`config.mk`:
```
export PLATFORM = sky130hd
export DESIGN_NAME = itc_ctrl
export DESIGN_NICKNAME = d
export VERILOG_FILES = /design/src/hdl/itc_pkg.sv /design/src/hdl/itc_ctrl.sv /design/src/hdl/itc_sync.sv
export SDC_FILE = /design/constraint.sdc
export NUM_CORES = 1
export LEC_CHECK = 0
export ABC_AREA = 1
export BUFFER_PORTS_ARGS = -buffer_cell sky130_fd_sc_hd__buf_4
export CAP_MARGIN = 20
export CORE_UTILIZATION = 30
export DETAILED_ROUTE_END_ITERATION = 12
export SLEW_MARGIN = 20
export SYNTH_ARGS = -nofsm -noshare
export SYNTH_HDL_FRONTEND = slang
export SYNTH_SLANG_ARGS = --single-unit
```
`constraint.sdc`:
```
create_clock -name pclk -period 1.65 [get_ports pclk]
set_input_delay 0.165 -clock pclk [delete_from_list [all_inputs] [get_ports pclk]]
set_output_delay 0.165 -clock pclk [all_outputs]
set_load 0.02 [all_outputs]
```
`src/hdl/itc_pkg.sv`:
```
// Shared constants and types of the transfer interrupt controller
package itc_pkg;
    // Register byte offsets
    localparam logic [7:0] ITC_CTRL_OFS = 8'h00;
    localparam logic [7:0] ITC_MODE_OFS = 8'h04;
    localparam logic [7:0] ITC_STAT_OFS = 8'h08;
    // Control register fields
    localparam int CB_INT = 0;
    localparam int CB_WAIT_POINT_SEL = 1;
    localparam int CB_DMA = 2;
    localparam int CB_MSS = 3;
    localparam int CB_SCC = 4;
    localparam int CB_BEC = 5;
    localparam int CB_ALLOW = 6;
    localparam int CB_FE = 7;
    localparam int CB_EN = 8;
    // Mode register fields
    localparam int MB_MODE = 5;
    localparam int MB_RIE = 3;
    localparam int MB_TIE = 2;
    // Status register fields
    localparam int SB_ACT = 0;
    localparam int SB_FB = 1;
    localparam int SB_RSA = 2;
    localparam int SB_DIR = 3;
    localparam int SB_BER = 4;
    localparam int SB_NACK = 5;
    localparam int SB_AL = 6;
    localparam int SB_CNT = 8;
    // Reset values
    localparam logic [2:0] MODE_RST = 3'h0;
    localparam logic [3:0] CNT_RST = 4'h0;
    // Bit positions within a byte on the wire
    localparam logic [3:0] BIT_DATA = 4'h8;
    localparam logic [3:0] BIT_ACK = 4'h9;
    // Reserved address high nibbles
    localparam logic [3:0] RSV_LO = 4'h0;
    localparam logic [3:0] RSV_HI = 4'hf;

    typedef enum logic [2:0] {
        OPM_ASYNC = 3'h0,
        OPM_MULTI = 3'h1,
        OPM_SYNC = 3'h2,
        OPM_LIN = 3'h3,
        OPM_TWI = 3'h4
    } itc_opmode_t;

    typedef enum logic [2:0] {
        ST_IDLE = 3'b001,
        ST_FIRST = 3'b010,
        ST_NEXT = 3'b100
    } itc_lnk_t;

    // Status from the data path, same clock
    typedef struct packed {
        logic tx_buf_empty;
        logic tx_bus_idle;
        logic rx_full;
        logic overrun_flag;
        logic fifo_has_data;
        logic fifo_full;
        logic arb_lost;
    } itc_env_t;

    typedef struct packed {
        logic status_irq;
        logic rx_irq;
        logic tx_irq;
    } itc_irq_t;
endpackage : itc_pkg

```
`src/hdl/itc_ctrl.sv`:
```
// Transfer interrupt flag and bus wait control, two-wire mode
//
// Notes on behaviour
// - Flag rises after 8 or 9 bits of a byte, or on bus error.
// - While flag is 1, SCL held low, except flags from an immediate bus error.
// - Reserved address in first byte sets flag at 8th bit.
// - Lost arbitration in later bytes: 8th bit if wait select 1, else 9th.
// - Lost arbitration in first byte sets flag at 9th bit.
// - No DMA, wait select 1: tx empty or slave rx no FIFO, 8th bit.
// - DMA, wait select 1, master: bus idle sets flag at 8th bit.
// - NACK sets flag at 9th bit unless a stop is requested.
// - FIFO receive with data and no reserved address: 9th bit.
// - Bus error: flag now if control 0, at 9th bit if 1.
// - No DMA: tx empty while sending, or rx without FIFO, 9th bit.
// - No DMA, wait select 0, later bytes: tx empty or slave rx, 9th.
// - FIFO full sets flag in slave receive without DMA, never in master receive.
// - DMA: slave tx empty, or master idle with select 0, 9th bit.
// - Writing 0 clears flag; also master off or restart while active.
// - Writing 1 without DMA does not set the flag; with DMA, writing 1 sets the flag.
// - DMA master idle in later bytes raises flag but no status request.
// - After disable, late reception may still set flags.
// - Mode field codes 0 to 4; others refused; reserved bits read 0.
// - Receive request on full or overrun; transmit request on empty.
// - Flag requests an interrupt only while its enable is 1.
// - Wait select 0 waits after acknowledge, 1 after data bits.
`timescale 1ns/1ps
`default_nettype none
module itc_ctrl import itc_pkg::*; #(
    parameter int ADDR_W = 8
) (
    // Clock and reset
    input wire logic pclk,
    input wire logic presetn,
    // APB slave
    input wire logic psel,
    input wire logic penable,
    input wire logic pwrite,
    input wire logic [ADDR_W-1:0] paddr,
    input wire logic [31:0] pwdata,
    output logic [31:0] prdata,
    output logic pready,
    output logic pslverr,
    // Two-wire bus pins
    input wire logic scl_i,
    input wire logic sda_i,
    output logic scl_o,
    output logic scl_oe_n,
    // Data path status and requests
    input wire itc_env_t env,
    output itc_irq_t irq
);
    typedef struct packed {
        itc_lnk_t lnk;
        logic [3:0] cnt;
        logic [7:0] sh;
        logic act, mrole, dir, rsa, nack, al, bus_fault_flag, beri, intf;
        logic wait_point_sel, dma, master_select, bec, allow, fe, en;
        logic [2:0] mode;
        logic rx_irq_en, tx_irq_en;
        logic pready, pslverr;
        logic [31:0] prdata;
        logic scl_o, scl_oe_n;
        itc_irq_t irq;
    } itc_st_t;

    itc_st_t q;
    itc_st_t n;
    logic [1:0] lv, rs, fl;
    logic wr, wr_ctrl, wr_mode, at8, at9, start, stop, be_imm;
    logic fbq, nxt, m, s, rx, rsa8, stopreq, set8, set9, set_sw, set_any;
    logic clr, mapped, mid;
    logic [7:0] ofs;
    logic [31:0] wd;

    itc_sync #(.W(2)) u_sync (
        .pclk(pclk),
        .presetn(presetn),
        .din({sda_i, scl_i}),
        .lvl(lv),
        .rise(rs),
        .fall(fl)
    );

    assign ofs = 8'(paddr);
    assign wd = pwdata;
    // Writes land at the access edge only
    assign wr = psel & penable & pwrite & q.pready & ~q.pslverr;
    assign wr_ctrl = wr & (ofs == ITC_CTRL_OFS);
    assign wr_mode = wr & (ofs == ITC_MODE_OFS);
    assign mapped = (ofs == ITC_CTRL_OFS) | (ofs == ITC_MODE_OFS)
        | (ofs == ITC_STAT_OFS);
    assign start = fl[1] & lv[0];
    assign stop = rs[1] & lv[0];
    assign at8 = fl[0] & (q.cnt == BIT_DATA);
    assign at9 = fl[0] & (q.cnt == BIT_ACK);
    assign fbq = q.lnk == ST_FIRST;
    assign nxt = q.lnk == ST_NEXT;
    assign m = q.mrole;
    assign s = ~q.mrole;
    assign rx = ~q.dir;
    // Start or stop inside a byte is a bus error; a legal stop or restart
    // after a later byte lands on its first clock, so bit 1 is exempt there
    assign mid = (q.lnk != ST_IDLE) & (q.cnt != CNT_RST)
        & (fbq | (q.cnt != 4'h1));
    assign be_imm = (start | stop) & ~q.bec & mid;
    assign rsa8 = fbq & ((q.sh[7:4] == RSV_LO) | (q.sh[7:4] == RSV_HI));
    assign stopreq = q.mrole & q.act & ~q.master_select;

    assign set8 = at8 & (rsa8
        | q.wait_point_sel & q.al & nxt
        | ~q.dma & q.wait_point_sel & nxt
          & (env.tx_buf_empty | s & rx & ~q.fe)
        | q.dma & q.wait_point_sel & m & nxt & env.tx_bus_idle);

    assign set9 = at9 & (q.al & fbq
        | q.nack & ~stopreq
        | ~q.wait_point_sel & q.al & nxt
        | ~q.rsa & q.fe & rx & env.fifo_has_data
        | q.bec & q.bus_fault_flag
        | ~q.dma & ~q.rsa & env.tx_buf_empty
          & (q.dir | ~q.fe)
        | ~q.dma & ~q.wait_point_sel & nxt
          & (env.tx_buf_empty & (m | q.dir)
          | s & rx & ~q.fe & ~q.rsa)
        | ~q.dma & q.fe & s & rx & env.fifo_full
        | q.dma & ~q.rsa & s & env.tx_buf_empty
          & (q.dir | ~q.fe)
        | q.dma & ~q.wait_point_sel & m & nxt & env.tx_bus_idle);

    // Without DMA a write of 1 does not set the flag
    assign set_sw = wr_ctrl & wd[CB_INT] & q.dma;
    assign set_any = set8 | set9 | be_imm | set_sw;
    assign clr = wr_ctrl & (~wd[CB_INT]
        | q.intf & q.act & (~wd[CB_MSS] | wd[CB_SCC]));

    always_comb begin
        n = q;
        // Bit counting on the wire
        if (rs[0] && q.lnk != ST_IDLE && q.cnt < BIT_ACK) begin
            n.cnt = q.cnt + 4'h1;
            if (q.cnt < BIT_DATA) begin
                n.sh = {q.sh[6:0], lv[1]};
            end else begin
                n.nack = lv[1];
            end
        end
        if (at8 && fbq) begin
            n.rsa = rsa8;
            n.dir = q.mrole ? ~q.sh[0] : q.sh[0];
        end
        if (at9) begin
            n.cnt = CNT_RST;
            if (fbq) begin
                n.lnk = ST_NEXT;
            end
        end
        if (env.arb_lost) begin
            n.al = 1'b1;
            n.dir = 1'b0;
        end
        // Conditions on the bus
        if (start) begin
            n.lnk = ST_FIRST;
            n.cnt = CNT_RST;
            n.rsa = 1'b0;
            n.nack = 1'b0;
            n.act = 1'b1;
            n.mrole = q.master_select;
            n.dir = q.master_select;
        end else if (stop) begin
            n.lnk = ST_IDLE;
            n.act = 1'b0;
            n.rsa = 1'b0;
            n.dir = 1'b0;
        end
        if ((start | stop) && mid) begin
            n.bus_fault_flag = 1'b1;
        end
        if (be_imm) begin
            n.lnk = ST_IDLE;
            n.act = 1'b0;
            n.rsa = 1'b0;
            n.dir = 1'b0;
        end
        // Register writes
        if (wr_ctrl) begin
            n.wait_point_sel = wd[CB_WAIT_POINT_SEL];
            n.dma = wd[CB_DMA];
            n.master_select = wd[CB_MSS];
            n.bec = wd[CB_BEC];
            n.allow = wd[CB_ALLOW];
            n.fe = wd[CB_FE];
            n.en = wd[CB_EN];
            if (wd[CB_MSS]) begin
                n.al = 1'b0;
            end
        end
        if (wr_mode) begin
            // Prohibited codes leave the mode untouched
            if (wd[MB_MODE+:3] <= OPM_TWI) begin
                n.mode = wd[MB_MODE+:3];
            end
            n.rx_irq_en = wd[MB_RIE];
            n.tx_irq_en = wd[MB_TIE];
        end
        if (clr) begin
            n.intf = 1'b0;
            n.beri = 1'b0;
            n.bus_fault_flag = 1'b0;
            n.al = 1'b0;
        end
        // A late event still lands after disable, so no gating here
        if (set_any) begin
            n.intf = 1'b1;
            n.beri = be_imm;
        end
        if (!n.en) begin
            n.act = 1'b0;
            n.bus_fault_flag = 1'b0;
            n.rsa = 1'b0;
            n.dir = 1'b0;
            n.al = 1'b0;
            n.lnk = ST_IDLE;
        end
        n.scl_o = 1'b0;
        n.scl_oe_n = ~(n.intf & ~n.beri);
        n.irq.status_irq = n.intf & n.allow
            & ~(n.dma & n.mrole & n.act & (n.lnk == ST_NEXT)
            & env.tx_bus_idle);
        n.irq.rx_irq = n.rx_irq_en & (env.rx_full | env.overrun_flag);
        n.irq.tx_irq = n.tx_irq_en & env.tx_buf_empty;
        // Answer one cycle after setup; zero wait in access
        n.pready = psel & ~penable;
        n.pslverr = psel & ~penable & ~mapped;
        n.prdata = 32'h0;
        if (psel && !penable) begin
            case (ofs)
                ITC_CTRL_OFS: begin
                    n.prdata[CB_INT] = q.intf;
                    n.prdata[CB_WAIT_POINT_SEL] = q.wait_point_sel;
                    n.prdata[CB_DMA] = q.dma;
                    n.prdata[CB_MSS] = q.master_select;
                    n.prdata[CB_SCC] = q.act;
                    n.prdata[CB_BEC] = q.bec;
                    n.prdata[CB_ALLOW] = q.allow;
                    n.prdata[CB_FE] = q.fe;
                    n.prdata[CB_EN] = q.en;
                end
                ITC_MODE_OFS: begin
                    n.prdata[MB_MODE+:3] = q.mode;
                    n.prdata[MB_RIE] = q.rx_irq_en;
                    n.prdata[MB_TIE] = q.tx_irq_en;
                end
                ITC_STAT_OFS: begin
                    n.prdata[SB_ACT] = q.act;
                    n.prdata[SB_FB] = fbq;
                    n.prdata[SB_RSA] = q.rsa;
                    n.prdata[SB_DIR] = q.dir;
                    n.prdata[SB_BER] = q.bus_fault_flag;
                    n.prdata[SB_NACK] = q.nack;
                    n.prdata[SB_AL] = q.al;
                    n.prdata[SB_CNT+:4] = q.cnt;
                end
                default: begin
                    n.prdata = 32'h0;
                end
            endcase
        end
    end

    always_ff @(posedge pclk or negedge presetn) begin
        if (!presetn) begin
            q <= '0;
            q.lnk <= ST_IDLE;
            q.mode <= MODE_RST;
            q.scl_oe_n <= 1'b1;
        end else begin
            q <= n;
        end
    end

    assign prdata = q.prdata;
    assign pready = q.pready;
    assign pslverr = q.pslverr;
    assign scl_o = q.scl_o;
    assign scl_oe_n = q.scl_oe_n;
    assign irq = q.irq;
endmodule : itc_ctrl
`default_nettype wire

```
`src/hdl/itc_sync.sv`:
```
// Two-stage synchroniser with edge detection per bit
`timescale 1ns/1ps
`default_nettype none
module itc_sync #(
    parameter int W = 2
) (
    // Clock and reset
    input wire logic pclk,
    input wire logic presetn,
    // Asynchronous inputs
    input wire logic [W-1:0] din,
    // Synchronised level and edges
    output logic [W-1:0] lvl,
    output logic [W-1:0] rise,
    output logic [W-1:0] fall
);
    typedef struct packed {
        logic [W-1:0] s1;
        logic [W-1:0] s2;
        logic [W-1:0] s3;
    } itc_sy_t;

    itc_sy_t q;
    itc_sy_t n;

    always_comb begin
        n = q;
        n.s1 = din;
        n.s2 = q.s1;
        n.s3 = q.s2;
    end

    always_ff @(posedge pclk or negedge presetn) begin
        if (!presetn) begin
            q <= '1;
        end else begin
            q <= n;
        end
    end

    // Edges come from the second and third stage only
    for (genvar i = 0; i < W; i++) begin : g_edge
        assign lvl[i] = q.s2[i];
        assign rise[i] = q.s2[i] & ~q.s3[i];
        assign fall[i] = ~q.s2[i] & q.s3[i];
    end
endmodule : itc_sync
`default_nettype wire

```
; ---- After elaboration in Yosys (flattened, before gate mapping)
; Cells that the tools add are included.
; W data, S select, Z words.
[totals]
regBits = 80
input_bits = 54
out_inout_bits = 39
wordCells = 232
[op_classes]
n_addsub = 1
n_lt_le_gt_ge = 3
n_eq_ne = 14
n_mux = 41
bitwise = 127
reduce_logical = 14
[op_table]
columns = cell, count
row1 = $and A1 B1 Y1, 78
row2 = $or A1 B1 Y1, 27
row3 = $mux W12, 2
row4 = $not A1 Y1, 22
row5 = $mux W3, 6
row6 = $mux W2, 8
row7 = $mux W1, 14
row8 = $eq A4 B4 Y1 const B, 3
row9 = $pmux W2 S3, 2
row10 = $eq A8 B3 Y1 const B, 1
row11 = $eq A8 B4 Y1 const B, 1
row12 = $logic_not A8 Y1, 1
row13 = $lt A4 B4 Y1 const B, 2
row14 = $mux W4, 2
row15 = $mux W8, 1
row16 = $mux W7, 1
row17 = $eq A3 B3 Y1 const B, 2
row18 = $mux W6, 1
row19 = $ne A3 B1 Y1 const B, 2
row20 = $ne A6 B2 Y1 const B, 1
row21 = $pmux W1 S2, 3
row22 = $reduce_and A2 Y1, 3
row23 = $logic_and A1 B1 Y1, 5
row24 = $ne A5 B1 Y1 const B, 1
row25 = 11 further kinds, 11

; ---- Depth between registers and ports, before layout
; Gate-level depths: netlist of the first run.
[logic_depth]
depth_word = 21
depth_mapped = 12
mapped_depth_nobuf = 12

; ---- Hierarchy
; A second synthesis of the first run with hierarchy kept.
[hier_totals]
cells_unflattened = 392
hier_area_um2 = 3175.5
[modules_own_cells]
columns = mod, n_inst, cells_per_inst, area_each_um2, seq_area_each_um2
row1 = itc_ctrl, 1, 376, 2972.9, 1353.8
row2 = itc_sync, 1, 16, 202.7, 157.7

; ---- Worst setup path before layout of the first run
; No wires, ideal clock.
[synth_path]
path_kind = flip-flop to flip-flop
from = register q (netlist bit pslverr)
to = register q (netlist bit irq[2])
setup_time_ns = 0.117
t_arrival_ns = 1.357
required_time_ns = 1.533
setup_slack_ns = 0.176
stages_incl_launch_ff = 11
n_path_buf = 0
synth_period_minus_slack_ns = 1.474
path_cell_list = dfrtp_1 inv_1 nand2_1 nor2_2 nand2_4 nand2_2 nand2_4 nor2_1 nand3_1 nor2_1 nor2_1
[synth_lines]
columns = item, line_no
row1 = start: declaration, itc_ctrl.sv:66  ; itc_st_t q;
row2 = start signal: assignment, itc_ctrl.sv:278  ; q <= n;

==> qor.yml, run 1 <==
hold_slack_ps: 48.9
wl_um: 6880
portBuffers: 48
cts_sinks: 60
required_ps: 1880
die_h_um: 105
synth_cell_types: 39
synth_compound_area_frac: 0.0798
wl_per_cell_um: 11.6
hold_path_depth: 3
min_to: "q[50]"
grt_use_met2: 0.201
slew_viol_final: 0
worstPathCellList: "inv_2, ha_4, nand3_2, nor2_2, nor2_2, nand2_2, nand2_2, nor2_4, nand3_2, nor2_1, nor2_1"
regToRegStartpoint: "q[69]"
grt_setup_unrepaired: "yes"
antenna_cells: 0
drtAntennaViolNets: 0
place_congestion: 0.937
drv_cap: 0
cts_buffer_depth: 2
hold_viol_final: 0
syn2layout_area_growth_pct: 25.3
status: "finished, final reports clean"
synthSimpleGateAreaFrac: 0.275
ys_seq_area_frac: 0.473
max_freq_mhz: 629
dieArea_mm2: 0.0111
p_total_mw: 4.21
io_pins: 93
cp-start-kind: "flip-flop"
hold_class: "input port to flip-flop"
rows: 37
dp_hpwl_um: 5240
synth_top_family_by_area: "simple AND/OR/NAND/NOR gates"
dieWidth_um: 105
worst_ep_arrival_time_ps: 1820
crit_path_max_fanout: 4
path_buf_inv: 1
drc: 0
synth.avg_cell_area_um2: 8.20
peakVddDrop_uv: 340
clkTransAtPathRegs_ps: 60
use_met3: 0.0328
synthAdderAreaFrac: 0.0117
cp-end-kind: "flip-flop"
grt_overflow: 0
powerDensity_mw_per_mm2: 1050
tritoncts: "yes"
reg2regPathDepth: 11
min_period_over_period: 0.964
ys_ff_latch: 60
netlist_area_mm2: 0.00320
initial_core_util: 0.310
viasPerCell: 4.34
grt_busiest_layer: "met2"
cp_top_family: "simple AND/OR/NAND/NOR gates"
antenna_found_initial: 0
drt_iter0_drc: 119
synth.most_common_cell: "nand2_1"
synthArstFlopShare: 1.00
period_minus_slack_ps: 1590
r2r_slack_ps: 60
min_from: "pwdata[1]"
leakage_nw: 2.03
setup_viol: 0
timing.rr.end: "irq[2]"
synth_xor_area_frac: 0.00274
yosys.area.top_type: "dfrtp_1"
slowest_stage: "dfrtp_1"
grt_pass1_wl_um: 11400
crit_type: "flip-flop to flip-flop"
synthCells: 390
yosys-top-cells-count: "nand2_1, dfrtp_1, inv_1"
synth-main-ff-cell: "dfrtp_1"
grt_usage: 0.133
root_buffer: "clkbuf_8"
ys.warnings.count: 0
cts_max_level: 3
vias: 2583
drive_gt1_frac: 0.316
grt_pass1_vias: 2433
synth.area.top_cells: "dfrtp_1, nand2_1, buf_4, dfstp_2, inv_1"
max_stage_delay_ps: 390
nNetsFinal: 511
coreArea_mm2: 0.0103
skew_ps: 4.21
grt_max_degree: 40
muxShareOfSynthArea: 0
firstDrtPassIters: 4
insertion_delay_ps: 330
synth_edf_count: 0
synth_top_area_frac: 0.407
cts_buffers: 9
grtUsageMet1: 0.175
## final cells by class
class | instances | area [um2]
fill | 1035 | 6320
sequential | 60 | 1510
multi-input combinational | 256 | 1370
timing repair buffer | 72 | 561
inverter | 55 | 209
tap | 136 | 170
clock buffer | 11 | 131
clock inverter | 5 | 52.6
## routing by layer
metal	vias to the layer above	share of wire
met3	11	0.069
met5	-	0
met2	81	0.47
li1	1315	-
met1	1176	0.45
met4	0	0.018
## report_power, final
part,total [mW],internal [mW],switching (mW)
registers,1.86,1.69,0.171
clock network,1.23,0.689,0.540
logic,1.11,0.472,0.641
## worst reg2reg max path, cell delays in order (launching register included)
cell and delay [ps]:
dfrtp_1 390, inv_2 120, ha_4 170, nand3_2 80, nor2_2 110, nor2_2 70
nand2_2 110, nand2_2 80, nor2_4 120, nand3_2 80, nor2_1 110, nor2_1 50
## worst max path at each step
stage / start / endpoint / slack [ps] / depth (start not counted)
after floorplan: pslverr / irq[2] / 180 / 10
after global placement: q[69] / irq[2] / 50 / 9
after detailed placement: q[69] / irq[2] / 20 / 9
after CTS: q[69] / irq[2] / 2 / 9
after global routing: q[69] / irq[2] / -50 / 12
final: q[69] / irq[2] / 60 / 11
## stage by stage
stage	setup WS (ps)	std cells	TNS, ps	util	instance area [um2]
floorplan	176	410	0	-	3270
global placement	47.1	569	0	0.351	3630
detailed placement	24.5	569	0	0.351	3630
CTS	1.56	588	0	0.372	3840
global route	-49.6	595	-120	0.388	4010
finish	59.1	595	0	0.388	4010
## kinds of logic (layout without fill, tap and decap cells)
kind of cell,after synthesis,in the layout
adders and majority gates,3,3
buffers and inverters,94,143
AOI/OAI and AO/OA,45,45
other,1,21
xor gates and xnor gates,1,1
DFF,60,60
and+or+nand+nor,186,186
## layout by cell type (no fill, tap or decap), drive strengths merged, types with 2 or more instances in the layout
| master | n |
|---|---|
| nor2 | 42 |
| dfstp | 8 |
| conb | 21 |
| buf | 69 |
| o21ai | 24 |
| a21oi | 15 |
| nor4 | 2 |
| clkbuf | 11 |
| nand3b | 4 |
| clkinv | 3 |
| inv | 55 |
| dfrtp | 52 |
| dlygate4sd3 | 3 |
| nor3 | 6 |
| nand3 | 30 |
| ha | 3 |
| o211ai | 2 |
| nand4 | 6 |
| nand2 | 93 |
## flip-flops by register name, summed over array words and instances, names as in the netlist
name,count
irq,3
q,35
scl_oe_n,1
pready,1
u_sync.q,2
u_sync.n,2
u_sync.lvl,2
m,1
pslverr,1
prdata,12
## what timing repair did
item                       CTS  global route
hold buffers                 3             0
setup endpoints to repair    0            18
setup buffers                0             7
hold endpoints to repair    23             0
resized for setup            0            31
Note: power is estimated with default switching activity, not from simulation.
==> run 2: changes to the inputs <==
--- a/config.mk
+++ b/config.mk
@@ -5,12 +5,10 @@
 export SDC_FILE = /design/constraint.sdc
 export NUM_CORES = 1
 export LEC_CHECK = 0
-export ABC_AREA = 1
 export BUFFER_PORTS_ARGS = -buffer_cell sky130_fd_sc_hd__buf_4
 export CAP_MARGIN = 20
 export CORE_UTILIZATION = 30
 export DETAILED_ROUTE_END_ITERATION = 12
-export SLEW_MARGIN = 20
 export SYNTH_ARGS = -nofsm -noshare
 export SYNTH_HDL_FRONTEND = slang
 export SYNTH_SLANG_ARGS = --single-unit
==> run 2 against run 1 <==
Compared with the run above:
- the flow now finishes with violations (negative setup slack)
- critical path depth shrank 4
- first-iteration DRC count grew 22%
- cell area grew 9.5%
- via count shrank 2.4%
- worst hold slack lost 28 ps
- area after synthesis grew 0.27%
- register-to-register slack lost 280 ps
- maximum frequency shrank 15%
- largest cell class is now multi-input combinational cells
==> qor.yml, run 2 <==
dp_hpwl_um: 5930
top_register: "q"
grt_pass1_vias: 2507
cts_max_level: 3
muxShareOfSynthArea: 0.0847
max_stage_delay_ps: 410
syn2layout_area_growth_pct: 36.8
cp-start-kind: "flip-flop"
drtAntennaViolNets: 0
slew_viol_final: 0
root_buffer: "clkbuf_8"
leakage_nw: 2.08
cts_buffers: 9
powerDensity_mw_per_mm2: 661
largest_reg_flops: 35
p_total_mw: 2.90
synth_top_family_by_area: "simple AND/OR/NAND/NOR gates"
required_ps: 1910
synth_compound_area_frac: 0.0995
grt_use_met2: 0.218
min_period_over_period: 1.13
crit_type: "flip-flop to flip-flop"
vias: 2522
synth-main-ff-cell: "dfrtp_1"
yosys.area.top_type: "dfrtp_1"
synth_cell_types: 57
synth_edf_count: 0
mostFrequentLayoutCell: "buf_4"
portBuffers: 48
grt_setup_unrepaired: "yes"
die_h_um: 105
hold_viol_final: 0
coreArea_mm2: 0.0103
use_met3: 0.0408
status: "complete, but fails checks"
final_cell_count_no_fill: 547
peakVddDrop_uv: 455
period_minus_slack_ps: 1870
max_freq_mhz: 535
cp-end-kind: "flip-flop"
dieArea_mm2: 0.0111
grt_busiest_layer: "met2"
tritoncts: "yes"
fin_ws_ps: -219
synthSimpleGateAreaFrac: 0.206
reg2regPathDepth: 7
min_to: "pready"
antenna_cells: 0
path_buf_inv: 1
final_cell_mix: "buf_4, dfrtp_1, nor2_1"
setup_viol: 17
viasPerCell: 4.61
drv_cap: 0
cp_top_family: "compound AO/OA/AOI/OAI gates"
synth_xor_area_frac: 0.0109
ys_ff_latch: 60
ys_seq_area_frac: 0.472
synth.most_common_cell: "dfrtp_1"
clkTransAtPathRegs_ps: 70
grt_pass1_wl_um: 12900
dp.cells: 522
fin_area_mm2: 0.00439
dieWidth_um: 105
yosys-top-cells-count: "dfrtp_1, buf_4, nor2_1"
wl_per_cell_um: 14.5
io_pins: 93
synth.avg_cell_area_um2: 10.4
synthCells: 309
wl_um: 7940
cts_sinks: 60
worstPathCellList: "nor4b_1, buf_4, a22oi_1, a31oi_1, a2111oi_4, and3_4, a311oi_2"
initial_core_util: 0.311
timing.rr.end: "irq[2]"
grt_overflow: 0
violations: "negative setup slack"
drive_gt1_frac: 0.450
synthArstFlopShare: 1.00
skew_ps: 15.7
drt_iter0_drc: 145
grtUsageMet1: 0.216
synth_top_area_frac: 0.406
firstDrtPassIters: 4
crit_path_max_fanout: 4
insertion_delay_ps: 340
place_congestion: 0.933
fillCellCount: 990
slowest_stage: "dfrtp_1"
r2r_slack_ps: -220
grt_usage: 0.152
cts_buffer_depth: 2
worst_ep_arrival_time_ps: 2130
nNetsFinal: 463
synthAdderAreaFrac: 0.0117
grt_max_degree: 35
antenna_found_initial: 0
drc: 0
hold_class: "input port to flip-flop"
final_core_util: 0.425
min_from: "penable"
netlist_area_mm2: 0.00321
ys.warnings.count: 0
synth.area.top_cells: "dfrtp_1, buf_4, dfstp_2, mux2_4, nor2_1"
rows: 37
placed_area_mm2: 0.00393
regToRegStartpoint: "q[73]"
hold_path_depth: 2
-- run 2: cell count changes in the layout (fill, tap and decap cells not counted), moves of 10 or more --
| cell | change |
|---|---|
| buf_4 | +36 |
| inv_1 | -35 |
| mux2i_1 | +10 |
| nand3_1 | -20 |
| nand2_1 | -60 |
| inv_2 | -11 |
| mux2_4 | +10 |
-- run 2: final cells by class --
class / instances / area, um2 / area share
Multi-Input combinational cell: 215 / 1620 / 0.370
Sequential cell: 60 / 1520 / 0.346
Timing Repair Buffer: 112 / 885 / 0.202
Tap cell: 136 / 170 / 0.0388
Clock buffer: 11 / 131 / 0.0300
Inverter: 8 / 30.0 / 0.00685
Clock inverter: 5 / 28.8 / 0.00656
-- run 2: cell families after synthesis --
family	count (synthesis)
muxes	22
other	1
buffers and inverters	54
DFF	60
adders and majority gates	3
and+or+nand+nor	118
xor gates and xnor gates	4
AOI/OAI and AO/OA	47
-- run 2: report_power, final --
part	total [mW]	switching (mW)	internal, mW
Combinational	0.272	0.160	0.112
Sequential	1.50	0.00813	1.49
Clock	1.13	0.592	0.537
Total	2.90	0.760	2.14
-- run 2: repair_timing --
action / 4_1_cts / 5_1_grt
hold endpoints to repair: 26 / 0
hold buffers: 3 / 0
pin swaps: 10 / 15
resized for setup: 19 / 32
endpoints found under the setup margin: 20 / 29
setup buffers: 3 / 10
-- run 2: per-layer routing --
layer / share of wire / vias up
met2: 0.44 / 69
li1: - / 1213
met5: 0 / -
met1: 0.49 / 1226
met3: 0.049 / 14
met4: 0.015 / 0
-- run 2: worst max path at each step --
| stage | cells past startpoint | slack [ps] | start | end |
|---|---|---|---|---|
| 2_1_floorplan | 6 | -250 | q[72] | q[60] |
| 3_3_place_gp | 6 | -280 | u_sync.q[1] | irq[2] |
| 3_5_place_dp | 6 | -370 | u_sync.q[1] | irq[2] |
| 4_1_cts | 6 | -190 | pslverr | irq[2] |
| 5_1_grt | 7 | -290 | q[73] | irq[2] |
| 6_report | 7 | -220 | q[73] | irq[2] |
-- run 2: metrics by stage --
step | hold slack, ps | setup slack (ps) | setup TNS [ps]
2_1_floorplan | -131 | -249 | -2600
3_3_place_gp | 104 | -279 | -2920
3_5_place_dp | 107 | -365 | -3310
4_1_cts | 9.10 | -194 | -2050
5_1_grt | 19.0 | -294 | -3740
6_report | 21.4 | -219 | -2590
==> run 3: changes to the inputs <==
--- a/config.mk
+++ b/config.mk
@@ -7,8 +7,11 @@
 export LEC_CHECK = 0
 export BUFFER_PORTS_ARGS = -buffer_cell sky130_fd_sc_hd__buf_4
 export CAP_MARGIN = 20
+export CELL_PAD_IN_SITES_DETAIL_PLACEMENT = 1
+export CELL_PAD_IN_SITES_GLOBAL_PLACEMENT = 2
 export CORE_UTILIZATION = 30
 export DETAILED_ROUTE_END_ITERATION = 12
+export PLACE_DENSITY_LB_ADDON = 0.1
 export SYNTH_ARGS = -nofsm -noshare
 export SYNTH_HDL_FRONTEND = slang
 export SYNTH_SLANG_ARGS = --single-unit
==> run 3 against run 2 <==
Compared with the run above:
- the flow still finishes with violations (negative setup slack)
- sequential share of layout area decreased by 0.89 points
- sequential power barely moved
- first-iteration DRC count decreased by 14%
- setup slack got worse by 5.2 ps
- wire length rose by 12%
- critical path type unchanged
- critical endpoint is now q[66]
- largest cell class unchanged
- highest routed layer unchanged
==> qor.yml, run 3 (synthesis gave the netlist of run 2 again) <==
nNetsFinal: 466
mostFrequentLayoutCell: "buf_4"
tritoncts: "yes"
grt_overflow: 0
required_ps: 1880
wl_um: 8890
insertion_delay_ps: 350
fin_area_mm2: 0.00450
powerDensity_mw_per_mm2: 733
initial_core_util: 0.311
drt_iter0_drc: 125
wl_per_cell_um: 16.2
cts_buffers: 9
internal_power_mw: 2.49
reg2regPathDepth: 5
crit_type: "flip-flop to flip-flop"
hold_viol_final: 0
cts_buffer_depth: 2
antenna_cells: 0
top_register: "q"
cts_max_level: 3
crit_path_max_fanout: 8
multi_input_area_mm2: 0.00164
largest_reg_flops: 35
switching_share: 0.244
max_stage_delay_ps: 590
die_h_um: 105
root_buffer: "clkbuf_8"
place_congestion: 0.814
power_frac_clock: 0.460
dp_hpwl_um: 6740
io_pins: 93
worstPathCellList: "or3b_4, and4b_1, nor2b_4, buf_12, mux2_4"
slowest_stage: "dfstp_2"
hold_slack_ps: 14.1
timing.rr.end: "q[66]"
min_period_over_period: 1.14
fillCellCount: 1153
firstDrtPassIters: 4
dieWidth_um: 105
grt_max_degree: 39
min_from: "penable"
hold_path_depth: 2
period_minus_slack_ps: 1870
p_total_mw: 3.30
final_cell_mix: "buf_4, dfrtp_1, nor2_1"
grt_pass1_vias: 2632
slew_viol_final: 0
placed_area_mm2: 0.00393
cp-end-kind: "flip-flop"
pwr-share-seq: 0.454
setup_viol: 20
drc: 0
status: "complete, but fails checks"
skew_ps: 8.85
cp-start-kind: "flip-flop"
regToRegStartpoint: "q[72]"
r2r_slack_ps: -220
max_freq_mhz: 533
fin_ws_ps: -224
leakage_nw: 2.11
antenna_found_initial: 0
drv_cap: 0
clkTransAtPathRegs_ps: 70
seqCellArea_mm2: 0.00152
dieArea_mm2: 0.0111
rows: 37
drive_gt1_frac: 0.459
grt_setup_unrepaired: "yes"
final_cell_count_no_fill: 550
p_switching_mw: 0.803
cts_sinks: 60
portBuffers: 48
violations: "negative setup slack"
grt_pass1_wl_um: 14400
pwr-share-comb: 0.086
worst_ep_arrival_time_ps: 2100
syn2layout_area_growth_pct: 40.3
vias: 2537
viasPerCell: 4.61
hold_class: "input port to flip-flop"
drtAntennaViolNets: 0
min_to: "pready"
peakVddDrop_uv: 350
grt_usage: 0.174
dp.cells: 524
coreArea_mm2: 0.0103
==> run 3: cell type report <==
type                       count  share of cell area
clock inverter                 6              0.0195
inverter                       8             0.00668
tap                          136              0.0378
timing repair buffer         115               0.203
sequential                    60               0.337
multi-input combinational    215               0.365
clock buffer                  10              0.0306
==> run 3: how the worst max path moves through the flow <==
stage / from / to / slack [ps] / cells after the start
2_1_floorplan: q[72] / q[60] / -250 / 6
3_3_place_gp: q[68] / irq[2] / -210 / 8
3_5_place_dp: u_sync.q[1] / irq[2] / -310 / 6
4_1_cts: q[68] / q[66] / -190 / 7
5_1_grt: q[72] / q[67] / -280 / 5
6_report: q[72] / q[66] / -220 / 5
==> run 3: stage by stage <==
step	utilization	worst slack (ps)	TNS [ps]
5_1_grt	0.436	-279	-4360
4_1_cts	0.427	-194	-2460
3_5_place_dp	0.380	-308	-2840
2_1_floorplan	-	-249	-2600
6_report	0.436	-224	-2840
3_3_place_gp	0.380	-214	-2100
==> run 3: critical path, delay by kind of cell (launching register included) <==
family	cells	cell delay, ps
mux	1	290
simple gates	3	740
flops	1	590
buf+inv	1	140
==> run 3: timing repair <==
item                                    CTS  global route
resized for setup                        39            13
hold endpoints to repair                 23             0
pin swaps                                18             4
endpoints found under the setup margin   18            29
buffers inserted                          4             3
hold buffers                              3             0
==> run 3: per-layer routing <==
| metal | GRT usage | routed length, um | vias to the layer above |
|---|---|---|---|
| li1 | - | - | 1216 |
| met1 | 0.238 | 4340 | 1250 |
| met2 | 0.266 | 4020 | 60 |
| met3 | 0.0315 | 382 | 11 |
| met4 | 0.0775 | 145 | 0 |
| met5 | 0 | 0 | - |
==> run 3: power groups by stage <==
stage	Sequential [mW]	Clock (mW)	Combinational [mW]
final	1.50	1.52	0.283
after global routing	1.50	1.62	0.308
after CTS	1.50	1.56	0.281
after detailed placement	1.52	0	0.266
after global placement	1.52	0	0.264
after floorplan	1.53	0	0.145
